===== config.mk =====
export PLATFORM = sky130hd
export DESIGN_NAME = adc_seq
export DESIGN_NICKNAME = d
export VERILOG_FILES = /design/src/core/seq_pkg.sv /design/src/core/adc_seq.sv
export VERILOG_INCLUDE_DIRS = /design/src /design/src/core
export SDC_FILE = /design/constraint.sdc
export NUM_CORES = 1
export LEC_CHECK = 0
export BUFFER_PORTS_ARGS = -buffer_cell sky130_fd_sc_hd__buf_2
export CORE_ASPECT_RATIO = 0.5
export CORE_UTILIZATION = 30
export DETAILED_ROUTE_END_ITERATION = 16
export PLACE_DENSITY = 0.53
export SLEW_MARGIN = 20
export SYNTH_ARGS = -nofsm -noshare
export SYNTH_HDL_FRONTEND = slang
export SYNTH_SLANG_ARGS = --single-unit
export TNS_END_PERCENT = 5

===== constraint.sdc =====
create_clock -name sys_clk -period 6.4 [get_ports sys_clk]
set_clock_uncertainty 0.2 [all_clocks]
set_input_delay 0.32 -clock sys_clk [delete_from_list [all_inputs] [get_ports sys_clk]]
set_output_delay 0.32 -clock sys_clk [all_outputs]
set_load 0.01 [all_outputs]

===== src/core/seq_map.svh =====
`ifndef SEQ_MAP_SVH
`define SEQ_MAP_SVH

// register byte offsets
`define SEQ_CTRL_OFS 8'h00
`define SEQ_CMD_OFS 8'h04
`define SEQ_STATUS_OFS 8'h08

// control register fields
`define SEQ_CTRL_CHOP_BIT 0
`define SEQ_CTRL_DLY_LSB 4
`define SEQ_CTRL_PWR_LSB 8
`define SEQ_CTRL_OSR_LSB 12
`define SEQ_CTRL_CLKSEL_BIT 16
`define SEQ_CTRL_DCTEST_BIT 17
`define SEQ_CTRL_OSR_RST 2'h3
`define SEQ_CTRL_PWR_RST 2'h0

// command register bits
`define SEQ_CMD_STANDBY_BIT 0
`define SEQ_CMD_WAKEUP_BIT 1
`define SEQ_CMD_RESET_BIT 2

// timing, in modulator periods (one per clock); SEQ_CLK_NS is the clock period in ns
`define SEQ_CLK_NS 40
`define SEQ_INIT_WAIT (256 + 44)
`define SEQ_FIRST_EXTRA 44
`define SEQ_GC_FACTOR 3
`define SEQ_OSR_BASE 20'h00080
`define SEQ_DLY_BASE 20'h00002
`define SEQ_FAST_SAMPLES 2

`define SEQ_RESP_OKAY 2'h0
`define SEQ_RESP_SLVERR 2'h2

`endif


===== src/core/seq_pkg.sv =====
package seq_pkg;

	typedef enum logic [2:0] {
		ST_POR = 3'h0,
		ST_INIT = 3'h1,
		ST_RUN = 3'h3,
		ST_STBY = 3'h2,
		ST_HOLD = 3'h6
	} seq_state_type;

	typedef struct packed {
		logic dc_test_req;
		logic clock_source_select;
		logic [1:0] oversampling_ratio;
		logic [1:0] power_mode_select;
		logic [3:0] chop_delay_select;
		logic chop_enable;
	} ctrl_type;

endpackage


===== src/core/adc_seq.sv =====
// The AXI4-Lite register port and the placing of the registers are this design's own decisions.
`timescale 1ns/1ps
`include "seq_map.svh"

module adc_seq import seq_pkg::*; #(
	parameter int POR_WAIT_NS = 250000,
	parameter int RESET_LOW_NS = 2000000
) (
	input wire logic sys_clk, // main clock
	input wire logic rst_n, // async reset
	input wire logic [7:0] s_axi_awaddr, // write address
	input wire logic s_axi_awvalid, // write address valid
	output logic s_axi_awready, // write address ready
	input wire logic [31:0] s_axi_wdata, // write data
	input wire logic [3:0] s_axi_wstrb, // write strobes
	input wire logic s_axi_wvalid, // write data valid
	output logic s_axi_wready, // write data ready
	output logic [1:0] s_axi_bresp, // write response
	output logic s_axi_bvalid, // write response valid
	input wire logic s_axi_bready, // write response ready
	input wire logic [7:0] s_axi_araddr, // read address
	input wire logic s_axi_arvalid, // read address valid
	output logic s_axi_arready, // read address ready
	output logic [31:0] s_axi_rdata, // read data
	output logic [1:0] s_axi_rresp, // read response
	output logic s_axi_rvalid, // read data valid
	input wire logic s_axi_rready, // read data ready
	input wire logic sync_or_reset_n, // sync/reset pin
	input wire logic data_read, // conversion data shifted out
	output logic data_ready_n, // data ready pin
	output logic modulator_enable, // modulators feed filters
	output logic fast_filter_active, // fast path selected
	output logic chop_polarity, // input polarity swapped
	output logic filter_reset, // digital filter reset pulse
	output logic ref_enable, // reference powered
	output logic osc_enable, // internal oscillator on
	output logic [1:0] power_mode_select, // power mode to analog
	output logic clock_source_select, // internal clock chosen
	output logic dc_test_enable // dc test signal routed
);

	localparam int POR_CYCLES = (POR_WAIT_NS + `SEQ_CLK_NS - 1) / `SEQ_CLK_NS;
	localparam int RST_CYCLES = (RESET_LOW_NS + `SEQ_CLK_NS - 1) / `SEQ_CLK_NS;

	ctrl_type ctrl_q, ctrl_d;
	logic aw_full_q, aw_full_d, w_full_q, w_full_d;
	logic [7:0] awaddr_q, awaddr_d;
	logic [31:0] wdata_q, wdata_d;
	logic [3:0] wstrb_q, wstrb_d;
	logic bvalid_q, bvalid_d, rvalid_q, rvalid_d;
	logic [1:0] bresp_q, bresp_d, rresp_q, rresp_d;
	logic [31:0] rdata_q, rdata_d;
	logic cmd_standby, cmd_wakeup, cmd_reset, soft_rst;

	seq_state_type state_q, state_d;
	logic [19:0] cnt_q, cnt_d, low_cnt_q, low_cnt_d;
	logic [1:0] samples_q, samples_d, osr_last_q, osr_last_d;
	logic data_ready_n_q, data_ready_n_d, pol_q, pol_d, first_q, first_d, frst_q, frst_d;
	logic chop_last_q, chop_last_d;
	logic sync_meta_q, sync_q, sync_last_q;
	logic sync_fall, conv_evt;
	logic [19:0] osr_w, dly_w, gc_w, period;

	// bus slave: address and data taken in either order
	always_comb begin
		logic do_wr;
		do_wr = 1'b0;
		aw_full_d = aw_full_q;
		w_full_d = w_full_q;
		awaddr_d = awaddr_q;
		wdata_d = wdata_q;
		wstrb_d = wstrb_q;
		bvalid_d = bvalid_q;
		bresp_d = bresp_q;
		rvalid_d = rvalid_q;
		rresp_d = rresp_q;
		rdata_d = rdata_q;
		ctrl_d = ctrl_q;
		cmd_standby = 1'b0;
		cmd_wakeup = 1'b0;
		cmd_reset = 1'b0;
		if (s_axi_awvalid && s_axi_awready) begin
			aw_full_d = 1'b1;
			awaddr_d = s_axi_awaddr;
		end
		if (s_axi_wvalid && s_axi_wready) begin
			w_full_d = 1'b1;
			wdata_d = s_axi_wdata;
			wstrb_d = s_axi_wstrb;
		end
		if (aw_full_q && w_full_q && !bvalid_q) begin
			do_wr = 1'b1;
			aw_full_d = 1'b0;
			w_full_d = 1'b0;
			bvalid_d = 1'b1;
			bresp_d = `SEQ_RESP_OKAY;
		end
		if (s_axi_bvalid && s_axi_bready)
			bvalid_d = 1'b0;
		if (do_wr) begin
			if (awaddr_q[7:2] == `SEQ_CTRL_OFS >> 2) begin
				if (wstrb_q[0]) begin
					ctrl_d.chop_enable = wdata_q[`SEQ_CTRL_CHOP_BIT];
					ctrl_d.chop_delay_select = wdata_q[`SEQ_CTRL_DLY_LSB +: 4];
				end
				if (wstrb_q[1]) begin
					ctrl_d.power_mode_select = wdata_q[`SEQ_CTRL_PWR_LSB +: 2];
					ctrl_d.oversampling_ratio = wdata_q[`SEQ_CTRL_OSR_LSB +: 2];
				end
				if (wstrb_q[2]) begin
					ctrl_d.clock_source_select = wdata_q[`SEQ_CTRL_CLKSEL_BIT];
					ctrl_d.dc_test_req = wdata_q[`SEQ_CTRL_DCTEST_BIT];
				end
			end else if (awaddr_q[7:2] == `SEQ_CMD_OFS >> 2) begin
				cmd_standby = wstrb_q[0] && wdata_q[`SEQ_CMD_STANDBY_BIT];
				cmd_wakeup = wstrb_q[0] && wdata_q[`SEQ_CMD_WAKEUP_BIT];
				cmd_reset = wstrb_q[0] && wdata_q[`SEQ_CMD_RESET_BIT];
			end else if (awaddr_q[7:2] != `SEQ_STATUS_OFS >> 2) begin
				bresp_d = `SEQ_RESP_SLVERR;
			end
		end
		// device reset returns every setting, clock source included
		// external clock default
		if (soft_rst) begin
			ctrl_d = '0;
			ctrl_d.oversampling_ratio = `SEQ_CTRL_OSR_RST;
			ctrl_d.power_mode_select = `SEQ_CTRL_PWR_RST;
		end
		if (s_axi_arvalid && s_axi_arready) begin
			rvalid_d = 1'b1;
			rresp_d = `SEQ_RESP_OKAY;
			rdata_d = 32'h0;
			if (s_axi_araddr[7:2] == `SEQ_CTRL_OFS >> 2) begin
				rdata_d[`SEQ_CTRL_CHOP_BIT] = ctrl_q.chop_enable;
				rdata_d[`SEQ_CTRL_DLY_LSB +: 4] = ctrl_q.chop_delay_select;
				rdata_d[`SEQ_CTRL_PWR_LSB +: 2] = ctrl_q.power_mode_select;
				rdata_d[`SEQ_CTRL_OSR_LSB +: 2] = ctrl_q.oversampling_ratio;
				rdata_d[`SEQ_CTRL_CLKSEL_BIT] = ctrl_q.clock_source_select;
				rdata_d[`SEQ_CTRL_DCTEST_BIT] = ctrl_q.dc_test_req;
			end else if (s_axi_araddr[7:2] == `SEQ_STATUS_OFS >> 2) begin
				rdata_d[9:0] = {first_q, data_ready_n_q, pol_q, fast_filter_active,
					samples_q, 1'b0, state_q};
			end else if (s_axi_araddr[7:2] != `SEQ_CMD_OFS >> 2) begin
				rresp_d = `SEQ_RESP_SLVERR;
			end
		end else if (s_axi_rvalid && s_axi_rready) begin
			rvalid_d = 1'b0;
		end
	end

	always_ff @(posedge sys_clk or negedge rst_n) begin
		if (!rst_n) begin
			ctrl_q <= '{default: '0, oversampling_ratio: `SEQ_CTRL_OSR_RST,
				power_mode_select: `SEQ_CTRL_PWR_RST};
			aw_full_q <= 1'b0;
			w_full_q <= 1'b0;
			awaddr_q <= 8'h00;
			wdata_q <= 32'h0;
			wstrb_q <= 4'h0;
			bvalid_q <= 1'b0;
			bresp_q <= 2'h0;
			rvalid_q <= 1'b0;
			rresp_q <= 2'h0;
			rdata_q <= 32'h0;
		end else begin
			ctrl_q <= ctrl_d;
			aw_full_q <= aw_full_d;
			w_full_q <= w_full_d;
			awaddr_q <= awaddr_d;
			wdata_q <= wdata_d;
			wstrb_q <= wstrb_d;
			bvalid_q <= bvalid_d;
			bresp_q <= bresp_d;
			rvalid_q <= rvalid_d;
			rresp_q <= rresp_d;
			rdata_q <= rdata_d;
		end
	end

	assign s_axi_awready = !aw_full_q && !bvalid_q;
	assign s_axi_wready = !w_full_q && !bvalid_q;
	assign s_axi_bvalid = bvalid_q;
	assign s_axi_bresp = bresp_q;
	assign s_axi_arready = !rvalid_q;
	assign s_axi_rvalid = rvalid_q;
	assign s_axi_rresp = rresp_q;
	assign s_axi_rdata = rdata_q;

	// pin synchroniser
	always_ff @(posedge sys_clk or negedge rst_n) begin
		if (!rst_n) begin
			sync_meta_q <= 1'b1;
			sync_q <= 1'b1;
			sync_last_q <= 1'b1;
		end else begin
			sync_meta_q <= sync_or_reset_n;
			sync_q <= sync_meta_q;
			sync_last_q <= sync_q;
		end
	end
	assign sync_fall = sync_last_q && !sync_q;

	// delay from 2 to 65536 periods
	assign dly_w = `SEQ_DLY_BASE << ctrl_q.chop_delay_select;
	assign osr_w = `SEQ_OSR_BASE << ctrl_q.oversampling_ratio;
	assign gc_w = 20'(dly_w + osr_w * `SEQ_GC_FACTOR);
	always_comb begin
		if (!ctrl_q.chop_enable)
			period = osr_w;
		else if (first_q)
			period = 20'((gc_w << 1) + `SEQ_FIRST_EXTRA);
		else
			period = gc_w;
	end
	// compare with >= so that a shorter period set mid-count still ends the conversion
	assign conv_evt = (state_q == ST_RUN) && (cnt_q >= period - 20'h1);
	assign soft_rst = cmd_reset || (state_q == ST_HOLD);

	always_comb begin
		state_d = state_q;
		cnt_d = cnt_q;
		samples_d = samples_q;
		data_ready_n_d = data_ready_n_q;
		pol_d = pol_q;
		first_d = first_q;
		frst_d = 1'b0;
		osr_last_d = ctrl_q.oversampling_ratio;
		chop_last_d = ctrl_q.chop_enable;
		low_cnt_d = sync_q ? 20'h0 : low_cnt_q + ((low_cnt_q == 20'hFFFFF) ? 20'h0 : 20'h1);
		unique case (state_q)
			ST_POR: begin
				data_ready_n_d = 1'b0;
				cnt_d = cnt_q + 20'h1;
				if (cnt_q == 20'(POR_CYCLES - 1)) begin
					state_d = ST_INIT;
					cnt_d = 20'h0;
				end
			end
			ST_INIT: begin
				data_ready_n_d = 1'b1;
				cnt_d = cnt_q + 20'h1;
				if (cnt_q == 20'(`SEQ_INIT_WAIT - 1)) begin
					state_d = ST_RUN;
					cnt_d = 20'h0;
					samples_d = 2'h0;
					first_d = 1'b1;
					pol_d = 1'b0;
					frst_d = 1'b1;
				end
			end
			ST_RUN: begin
				if (cmd_standby) begin
					state_d = ST_STBY;
				end else if (ctrl_q.chop_enable && (sync_fall
						|| osr_last_q != ctrl_q.oversampling_ratio || !chop_last_q)) begin
					cnt_d = 20'h0;
					first_d = 1'b1;
					pol_d = 1'b0;
					frst_d = 1'b1;
				end else if (sync_fall && cnt_q != 20'h0) begin
					cnt_d = 20'h0;
					frst_d = 1'b1;
				end else if (conv_evt) begin
					data_ready_n_d = 1'b0;
					cnt_d = 20'h0;
					first_d = 1'b0;
					if (samples_q != 2'h3)
						samples_d = samples_q + 2'h1;
					if (ctrl_q.chop_enable) begin
						pol_d = !pol_q;
						frst_d = 1'b1;
					end
				end else begin
					cnt_d = cnt_q + 20'h1;
					if (data_read || cnt_q == period - 20'h2)
						data_ready_n_d = 1'b1;
				end
			end
			ST_STBY: begin
				if (cmd_wakeup) begin
					state_d = ST_RUN;
					cnt_d = 20'h0;
					samples_d = 2'h0;
					first_d = 1'b1;
					pol_d = 1'b0;
					frst_d = 1'b1;
				end
			end
			ST_HOLD: begin
				data_ready_n_d = 1'b0;
				if (sync_q) begin
					state_d = ST_INIT;
					cnt_d = 20'h0;
				end
			end
		endcase
		if (cmd_reset && state_q != ST_POR) begin
			state_d = ST_INIT;
			cnt_d = 20'h0;
			data_ready_n_d = 1'b0;
		end
		if (!sync_q && low_cnt_q >= 20'(RST_CYCLES)) begin
			state_d = ST_HOLD;
			cnt_d = 20'h0;
			data_ready_n_d = 1'b0;
		end
	end

	always_ff @(posedge sys_clk or negedge rst_n) begin
		if (!rst_n) begin
			state_q <= ST_POR;
			cnt_q <= 20'h0;
			low_cnt_q <= 20'h0;
			samples_q <= 2'h0;
			data_ready_n_q <= 1'b0;
			pol_q <= 1'b0;
			first_q <= 1'b1;
			frst_q <= 1'b0;
			osr_last_q <= `SEQ_CTRL_OSR_RST;
			chop_last_q <= 1'b0;
		end else begin
			state_q <= state_d;
			cnt_q <= cnt_d;
			low_cnt_q <= low_cnt_d;
			samples_q <= samples_d;
			data_ready_n_q <= data_ready_n_d;
			pol_q <= pol_d;
			first_q <= first_d;
			frst_q <= frst_d;
			osr_last_q <= osr_last_d;
			chop_last_q <= chop_last_d;
		end
	end

	assign data_ready_n = data_ready_n_q;
	assign modulator_enable = (state_q == ST_RUN);
	// fast path for first two samples
	assign fast_filter_active = modulator_enable && samples_q < `SEQ_FAST_SAMPLES;
	assign chop_polarity = pol_q;
	assign filter_reset = frst_q;
	assign ref_enable = (state_q != ST_STBY);
	assign osc_enable = (state_q != ST_STBY) && ctrl_q.clock_source_select;
	// power mode passed through in both modes
	assign power_mode_select = ctrl_q.power_mode_select;
	assign clock_source_select = ctrl_q.clock_source_select;
	assign dc_test_enable = ctrl_q.dc_test_req && !ctrl_q.chop_enable;

	chk_por_data_ready_n_rise: assert property (@(posedge sys_clk) disable iff (!rst_n)
		(state_q == ST_POR) ##1 (state_q == ST_INIT) |=> data_ready_n)
		else $error("data ready did not rise after power-on wait");
	chk_init_no_mod: assert property (@(posedge sys_clk) disable iff (!rst_n)
		$rose(modulator_enable) && $past(state_q) == ST_INIT
		|-> $past(cnt_q) == 20'(`SEQ_INIT_WAIT - 1))
		else $error("modulators started before initial wait");
	chk_fast_two: assert property (@(posedge sys_clk) disable iff (!rst_n)
		modulator_enable && $past(modulator_enable) && $fell(fast_filter_active)
		|-> $past(conv_evt) && samples_q == 2'h2)
		else $error("fast filter left at wrong sample");
	chk_data_ready_n_cause: assert property (@(posedge sys_clk) disable iff (!rst_n)
		$fell(data_ready_n) && state_q == ST_RUN |-> $past(conv_evt))
		else $error("data ready fell without a conversion");
	chk_chop_swap: assert property (@(posedge sys_clk) disable iff (!rst_n)
		conv_evt && ctrl_q.chop_enable && !cmd_standby && !cmd_reset && sync_q
		&& !sync_fall && chop_last_q && osr_last_q == ctrl_q.oversampling_ratio
		|=> chop_polarity != $past(chop_polarity) && filter_reset)
		else $error("polarity swap or filter reset missing");
	chk_chop_restart: assert property (@(posedge sys_clk) disable iff (!rst_n)
		state_q == ST_RUN && ctrl_q.chop_enable && sync_fall && !cmd_standby
		&& !cmd_reset && low_cnt_q < 20'(RST_CYCLES) |=> cnt_q == 20'h0 && first_q)
		else $error("chop not restarted on sync fall");
	chk_stby_power: assert property (@(posedge sys_clk) disable iff (!rst_n)
		state_q == ST_STBY |-> !ref_enable && !osc_enable && !modulator_enable)
		else $error("standby left circuitry powered");
	chk_stby_quiet: assert property (@(posedge sys_clk) disable iff (!rst_n)
		state_q == ST_STBY ##1 state_q == ST_STBY |-> !$fell(data_ready_n))
		else $error("data ready fell during standby");
	chk_dc_chop: assert property (@(posedge sys_clk) disable iff (!rst_n)
		ctrl_q.chop_enable |-> !dc_test_enable)
		else $error("dc test enabled in chop mode");
	chk_hold_reset: assert property (@(posedge sys_clk) disable iff (!rst_n)
		state_q == ST_HOLD && !sync_q |=> state_q == ST_HOLD && !data_ready_n)
		else $error("pin reset released while pin low");

	cov_third_sample: cover property (@(posedge sys_clk) disable iff (!rst_n)
		$rose(samples_q == 2'h3));
	cov_chop_conv: cover property (@(posedge sys_clk) disable iff (!rst_n)
		conv_evt && ctrl_q.chop_enable);
	cov_wakeup: cover property (@(posedge sys_clk) disable iff (!rst_n)
		state_q == ST_STBY ##1 state_q == ST_RUN);

endmodule


# ---- Word level (Yosys, flattened, before mapping)
# Index checks and enable logic that the tools add are counted.
# W data, S select, Z words.
dict set report totals {
  register_bits 117
  input_bits 61
  output_inout_bits 52
  word_cells 235
}
dict set report op_classes {
  add_sub_neg 7
  multipliers 1
  order_cmp 3
  eq_ne 34
  shifts 2
  muxes 100
  reduce_logical 59
}
# cell count
set ops {}
lappend ops {{$mux W20} 13}
lappend ops {{$pmux W20 S5} 1}
lappend ops {{$mux W1} 47}
lappend ops {{$mux W2} 18}
lappend ops {{$mux W11} 3}
lappend ops {{$mux W3} 8}
lappend ops {{$logic_and A1 B1 Y1} 21}
lappend ops {{$add A20 B1 Y20} 1}
lappend ops {{$add A20 B1 Y20 const B} 1}
lappend ops {{$add A20 B20 Y20} 1}
lappend ops {{$add A20 B6 Y20 const B} 1}
lappend ops {{$eq A20 B13 Y1 const B} 1}
lappend ops {{$eq A20 B20 Y1} 1}
lappend ops {{$eq A20 B20 Y1 const B} 1}
lappend ops {{$eq A20 B9 Y1 const B} 1}
lappend ops {{$ge A20 B16 Y1 const B} 1}
lappend ops {{$ge A20 B20 Y1} 1}
lappend ops {{$mul A20 B2 Y20 const B} 1}
lappend ops {{$reduce_bool A20 Y1} 1}
lappend ops {{$shl A2 B4 Y20 const A} 1}
lappend ops {{$shl A8 B2 Y20 const A} 1}
lappend ops {{$sub A20 B1 Y20 const B} 1}
lappend ops {{$sub A20 B2 Y20 const B} 1}
lappend ops {{$reduce_bool A2 Y1} 9}
lappend ops {{other kinds (38)} 70}

# ---- Longest topological paths before layout
dict set report logic_depth {
  word_depth 17
  ltp_mapped 26
  depth_no_buf 23
}

# ---- Worst setup path after synthesis
# OpenSTA, ideal clock, no wires.
dict set report synth_path {
  path_type {register -> register}
  start {reg ctrl_q[1] (netlist name)}
  end {reg cnt_q[11]}
  setup_ns 0.126
  t_arrival_ns 5.333
  required_time_ns 6.074
  slack_ns 0.741
  stages_incl_launch_ff 26
  path_buffers 4
  synth_period_minus_slack_ns 5.659
  cell_sequence {dfrtp_1 > clkbuf_1 > clkbuf_1 > nand4b_1 > fa_1 > inv_1 > ha_1 > inv_1 > fa_1 > or2_2 > a31oi_1 > or3b_1 > nor2_1 > nand4b_1 > nor3b_1 > xnor2_1 > ha_1 > and4_1 > and4_1 > nand2_1 > o211ai_1 > o221a_1 > buf_6 > buf_1 > nor2_1 > a221o_1}
}
dict set report synth_between {
  elab_chain_cells 15
}
# item line_no
set synth_lines {}
lappend synth_lines {{start: declaration} adc_seq.sv:45} ;# ctrl_type ctrl_q, ctrl_d;
lappend synth_lines {{start signal: assignment} adc_seq.sv:153} ;# ctrl_q <= '{default: '0, oversampling_ratio: `SEQ_CTRL_OSR_RST,
lappend synth_lines {{start signal: assignment} adc_seq.sv:166} ;# ctrl_q <= ctrl_d;
lappend synth_lines {{$shl A2 B4 Y20 (no line) (*)} -}
lappend synth_lines {{$add A20 B20 Y20 (no line) (*)} -}
lappend synth_lines {{$add A20 B6 Y20 (no line)} -}
lappend synth_lines {{$mux W20 (*)} adc_seq.sv:210} ;# else if (first_q)
lappend synth_lines {{$mux W20 (*)} adc_seq.sv:208} ;# if (!ctrl_q.chop_enable)
lappend synth_lines {{$sub A20 B1 Y20 (*)} adc_seq.sv:216} ;# assign conv_evt = (state_q == ST_RUN) && (cnt_q >= period - 20'h1);
lappend synth_lines {{$ge A20 B20 Y1 (*)} adc_seq.sv:216}
lappend synth_lines {{$logic_and A1 B1 Y1 (*)} adc_seq.sv:216}
lappend synth_lines {{$mux W20 (*)} adc_seq.sv:263} ;# end else if (conv_evt) begin
lappend synth_lines {{$mux W20 (*)} adc_seq.sv:260} ;# end else if (sync_fall && cnt_q != 20'h0) begin
lappend synth_lines {{$mux W20 (*)} adc_seq.sv:254} ;# end else if (ctrl_q.chop_enable && (sync_fall
lappend synth_lines {{$mux W20 (*)} adc_seq.sv:252} ;# if (cmd_standby) begin
lappend synth_lines {{$pmux W20 S5 (*)} adc_seq.sv:230} ;# unique case (state_q)
lappend synth_lines {{$mux W20 (*)} adc_seq.sv:297} ;# if (cmd_reset && state_q != ST_POR) begin
lappend synth_lines {{$mux W20 (*)} adc_seq.sv:302} ;# if (!sync_q && low_cnt_q >= 20'(RST_CYCLES)) begin
lappend synth_lines {{end signal: assignment} adc_seq.sv:323} ;# cnt_q <= cnt_d;
lappend synth_lines {{end: declaration} adc_seq.sv:56} ;# logic [19:0] cnt_q, cnt_d, low_cnt_q, low_cnt_d;
# Mark *: on every way between the ends. The rest lies on a longest branch, timed or not. The select of a mux whose other input is x is not followed.
# A chain may end at the register's enable or synchronous reset.

# ---- Worst setup path in the final report
dict set report layout_path {
  start {reg ctrl_q (netlist bit osr_last_d[0])}
  end {reg cnt_q[15]}
}
dict set report layout_between {
  elab_chain_cells 16
  elab_cells_between_ends 20
  classes_between {3 x add/sub; 1 x mul; 1 x order compare; 1 x eq/ne; 1 x shift; 9 x mux; 4 x reduce/logical}
}
# item line_no
set layout_lines {}
lappend layout_lines {{$shl A8 B2 Y20 (no line)} -}
lappend layout_lines {{$mul A20 B2 Y20 (no line)} -}
lappend layout_lines {{$add A20 B20 Y20 (no line)} -}
lappend layout_lines {{$add A20 B6 Y20 (no line)} -}
lappend layout_lines {{$mux W20} adc_seq.sv:210}
lappend layout_lines {{$mux W20} adc_seq.sv:208}
lappend layout_lines {{$sub A20 B1 Y20} adc_seq.sv:216}
lappend layout_lines {{$ge A20 B20 Y1} adc_seq.sv:216}
lappend layout_lines {{$logic_and A1 B1 Y1} adc_seq.sv:216}
lappend layout_lines {{$mux W20} adc_seq.sv:263}
lappend layout_lines {{$mux W20} adc_seq.sv:260}
lappend layout_lines {{$mux W20 (*)} adc_seq.sv:254}
lappend layout_lines {{$mux W20 (*)} adc_seq.sv:252}
lappend layout_lines {{$pmux W20 S5 (*)} adc_seq.sv:230}
lappend layout_lines {{$mux W20 (*)} adc_seq.sv:297}
lappend layout_lines {{$mux W20 (*)} adc_seq.sv:302}
# Marks and branches as above.

==> reports/metrics.yaml <==
hold_ws_ns: 0.0143
relative_max_transition_margin_pct: 43.5
power.share.sequential_pct: 33.7
routed_wl_um: 18400
setup_violations: 0
run_status: "finished clean"
setup-tns-final_ns: 0
timing.critical_path.from: "osr_last_d[0]$_DFFE_PN1P_"
synthDistinctLibCells: 76
synth.yosys.warnings: 0
layout-drive-gt1-share_pct: 19.2
slew_viol_final: 0
path_clk_slew_ns: 0.08
pwr_cell_area_nw_per_um2: 325
post_synth_inst_count: 792
final_min_period_over_clock_period_pct: 94.0
number_of_antenna_violations_at_the_first_check_in_global_routing: 0
synthTopCellsByCount: "sky130_fd_sc_hd__dfrtp_1 (100), sky130_fd_sc_hd__nand2_1 (84), sky130_fd_sc_hd__nor2_1 (54)"
end_kind: "flip-flop"
worst_r2r_path_depth: 24
synth-main-ff-cell: "sky130_fd_sc_hd__dfrtp_1"
finalHoldViolations: 0
worst_ir_drop_vdd_v: 0.000165
hpwl_um: 13700
dp_cells: 1166
worst_hold_path_type: "primary input to flip-flop"
static-leakage-power_nw: 3.77
crit_type: "flip-flop to flip-flop"
number_of_maximum_capacitance_constraint_violations: 0
post-synth-top-count-cell: "sky130_fd_sc_hd__dfrtp_1"
io_pins: 113
synth_top_area_cell: "sky130_fd_sc_hd__dfrtp_1"
syn-cell-area_um2: 7210
crit_path_start_kind: "flip-flop"
avgViaCountPerCell: 5.02
global_route_wire_length_before_repair_um: 30800
placeableCoreArea_um2: 23200
first_global_vias: 5836
drc_errors: 0
yosys_register_bits: 108
final_gp_congestion: 0.811
yosysTopAreaCellShare_pct: 34.7
internal-power_mw: 1.73
initial_core_util_pct: 31.1
clock_tree_from_tritoncts: "done"
num_rows: 39
die-area_um2: 24700
finalNetCount: 999
worstSetupEndpoint: "cnt_q[15]$_DFFE_PN0P_"
ys_async_sr_fraction_pct: 100
largest_net_degree_at_the_start_of_global_routing: 80
antenna_cells: 0
r2r-end: "cnt_q[15]$_DFFE_PN0P_"
cts_inserted_buffers: 9
worstReg2RegStart: "osr_last_d[0]$_DFFE_PN1P_"
synth.yosys.seq_area_share_pct: 37.6
synthTopCellsByArea: "sky130_fd_sc_hd__dfrtp_1 (35%), sky130_fd_sc_hd__ha_1 (6.9%), sky130_fd_sc_hd__nand2_1 (4.4%)"
worst-slew-pin-transition_ns: 0.848
num_vias: 6056
switching_share_pct: 37.8
syn_area_per_cell_um2: 9.10
clkPwrFrac_pct: 20.9
ant_nets: 0
postCtsSetupRepairBufs: 0
floorplan.die.height_um: 112
achievable-frequency_mhz: 166
setup_repair_after_global_routing_missed_its_margin: "false"
synth-edff-count: 0
overflow: 0
total_power_mw: 2.78
post-route-min-period_ns: 6.02
power.net_switching_mw: 1.05
clk-insertion-delay-late_ns: 0.35
cts-root-buf: "sky130_fd_sc_hd__clkbuf_16"
drt_pass1_iterations: 4
comb_power_share_pct: 45.4
layoutNonFillerInstCount: 1207
crit_fanout: 18
initialDrtViolationCount: 381
timing.critical_path.required_ns: 6.47
track_usage_pct: 15.3
buffer_ports.inserted: 68
timing.critical_path.arrival_ns: 6.08
ff_to_ff_setup_slack_ns: 0.38
clock_path_buffers: 2
cts_htree_levels: 3
die_width_um: 221
detail_route.wl_per_cell_um: 15.2
cts_num_sinks: 108
flow.area_growth_from_synthesis_pct: 18.5
[flip-flops by register name (all words and copies together) (netlist names), 2 cells and up, named ones only]
register / flops
awaddr_q: 6
cnt_q: 20
ctrl_q: 5
low_cnt_q: 20
osr_last_d: 2
osr_last_q: 2
power_mode_select: 2
s_axi_rdata: 13
samples_q: 2
state_q: 3
wdata_q: 13
wstrb_q: 3
[repair_timing]
item / in CTS / in global routing
setup endpoints to repair: 0 / 10
hold endpoints to repair: 49 / 0
hold buffers: 24 / 0
resized for setup: 0 / 3
[stage by stage]
step | util (%) | cell area, um^2 | worst slack (ns)
CTS | 36.7 | 8500 | 0.267
finish | 36.8 | 8540 | 0.384
global route | 36.8 | 8540 | 0.0174
floorplan | - | 7280 | 0.741
global placement | 34.3 | 7950 | 0.0314
detailed placement | 34.3 | 7950 | 0.243
[final cells by class]
class                      instances  area, um^2
inverter                          26        97.6
timing repair buffer             129         873
clock inverter                     6        77.6
clock buffer                      10         229
multi-input combinational        621        4160
tap                              307         384
sequential                       108        2710
fill                            2308       14600
[cells by family after synthesis]
family / share of synthesized area [%]
adder cells (fa/ha/maj): 7.78
multiplexers: 5.31
XOR/XNOR: 3.77
AO/OA/AOI/OAI: 16.8
flip-flops: 37.6
buffers and inverters: 5.97
AND/OR/NAND/NOR: 22.7
other: 0.0520
[worst min-delay path by stage]
stage / from / end / slack [ns] / cells past startpoint
floorplan: rst_n / async pin / -0.18 / 0
global placement: rst_n / low_cnt_q[5]$_DFF_PN0_ / 0.07 / 1
detailed placement: rst_n / low_cnt_q[5]$_DFF_PN0_ / 0.08 / 1
CTS: s_axi_wdata[12] / wdata_q[12]$_DFFE_PN0P_ / 0.004 / 2
global route: s_axi_wdata[12] / wdata_q[12]$_DFFE_PN0P_ / 0.02 / 2
finish: s_axi_wdata[12] / wdata_q[12]$_DFFE_PN0P_ / 0.01 / 2
[power groups by stage]
stage / Clock [mW] / Combinational [mW] / Sequential (mW)
6_report: 0.579 / 1.26 / 0.936
3_3_place_gp: 0 / 1.22 / 0.945
3_5_place_dp: 0 / 1.25 / 0.950
5_1_grt: 0.627 / 1.43 / 0.959
4_1_cts: 0.601 / 1.27 / 0.938
2_1_floorplan: 0 / 0.866 / 0.909
[worst max-delay path, stage by stage, from the launching register on]
cell and delay (ns):
sky130_fd_sc_hd__dfstp_2 0.54, sky130_fd_sc_hd__inv_1 0.06, sky130_fd_sc_hd__ha_1 0.20, sky130_fd_sc_hd__inv_1 0.07, sky130_fd_sc_hd__fa_1 0.40, sky130_fd_sc_hd__inv_1 0.06, sky130_fd_sc_hd__ha_1 0.18, sky130_fd_sc_hd__inv_1 0.06
sky130_fd_sc_hd__fa_1 0.49, sky130_fd_sc_hd__or2_2 0.11, sky130_fd_sc_hd__a31oi_1 0.11, sky130_fd_sc_hd__or3b_1 0.41, sky130_fd_sc_hd__nor2_1 0.18, sky130_fd_sc_hd__nand4b_1 0.30, sky130_fd_sc_hd__nor3b_2 0.26, sky130_fd_sc_hd__xnor2_1 0.16
sky130_fd_sc_hd__ha_1 0.25, sky130_fd_sc_hd__and4_1 0.21, sky130_fd_sc_hd__and4_1 0.22, sky130_fd_sc_hd__nand2_1 0.07, sky130_fd_sc_hd__o211ai_1 0.15, sky130_fd_sc_hd__o221a_1 0.32, sky130_fd_sc_hd__buf_4 0.23, sky130_fd_sc_hd__or3_4 0.45
sky130_fd_sc_hd__o31ai_1 0.24
[cells in the final DEF (no fill, tap or decap), drive strengths merged, types with 6 or more instances in the layout]
cell type	instances
nor4	12
xnor2	11
buf	105
nor2	55
mux2	26
nand3	41
dlygate4sd3	24
a21o	9
or3	10
and2	14
xor2	20
nor3	23
nor2b	17
dfrtp	100
inv	29
or4	6
nand4	11
o21ai	37
conb	20
o31ai	21
a22o	14
clkbuf	10
a21oi	40
nand2	84
and3	9
dfstp	8
mux2i	9
ha	40
nand2b	6
[routing by layer]
layer  vias up  share of wire, %  track usage, %
met2       118                46            24.6
met1      2897                50            22.0
met3         8               3.4            1.93
met5         -                 0               0
met4         0              0.77            3.26
li1       3033                 -               -
(Power assumes the default switching activity.)
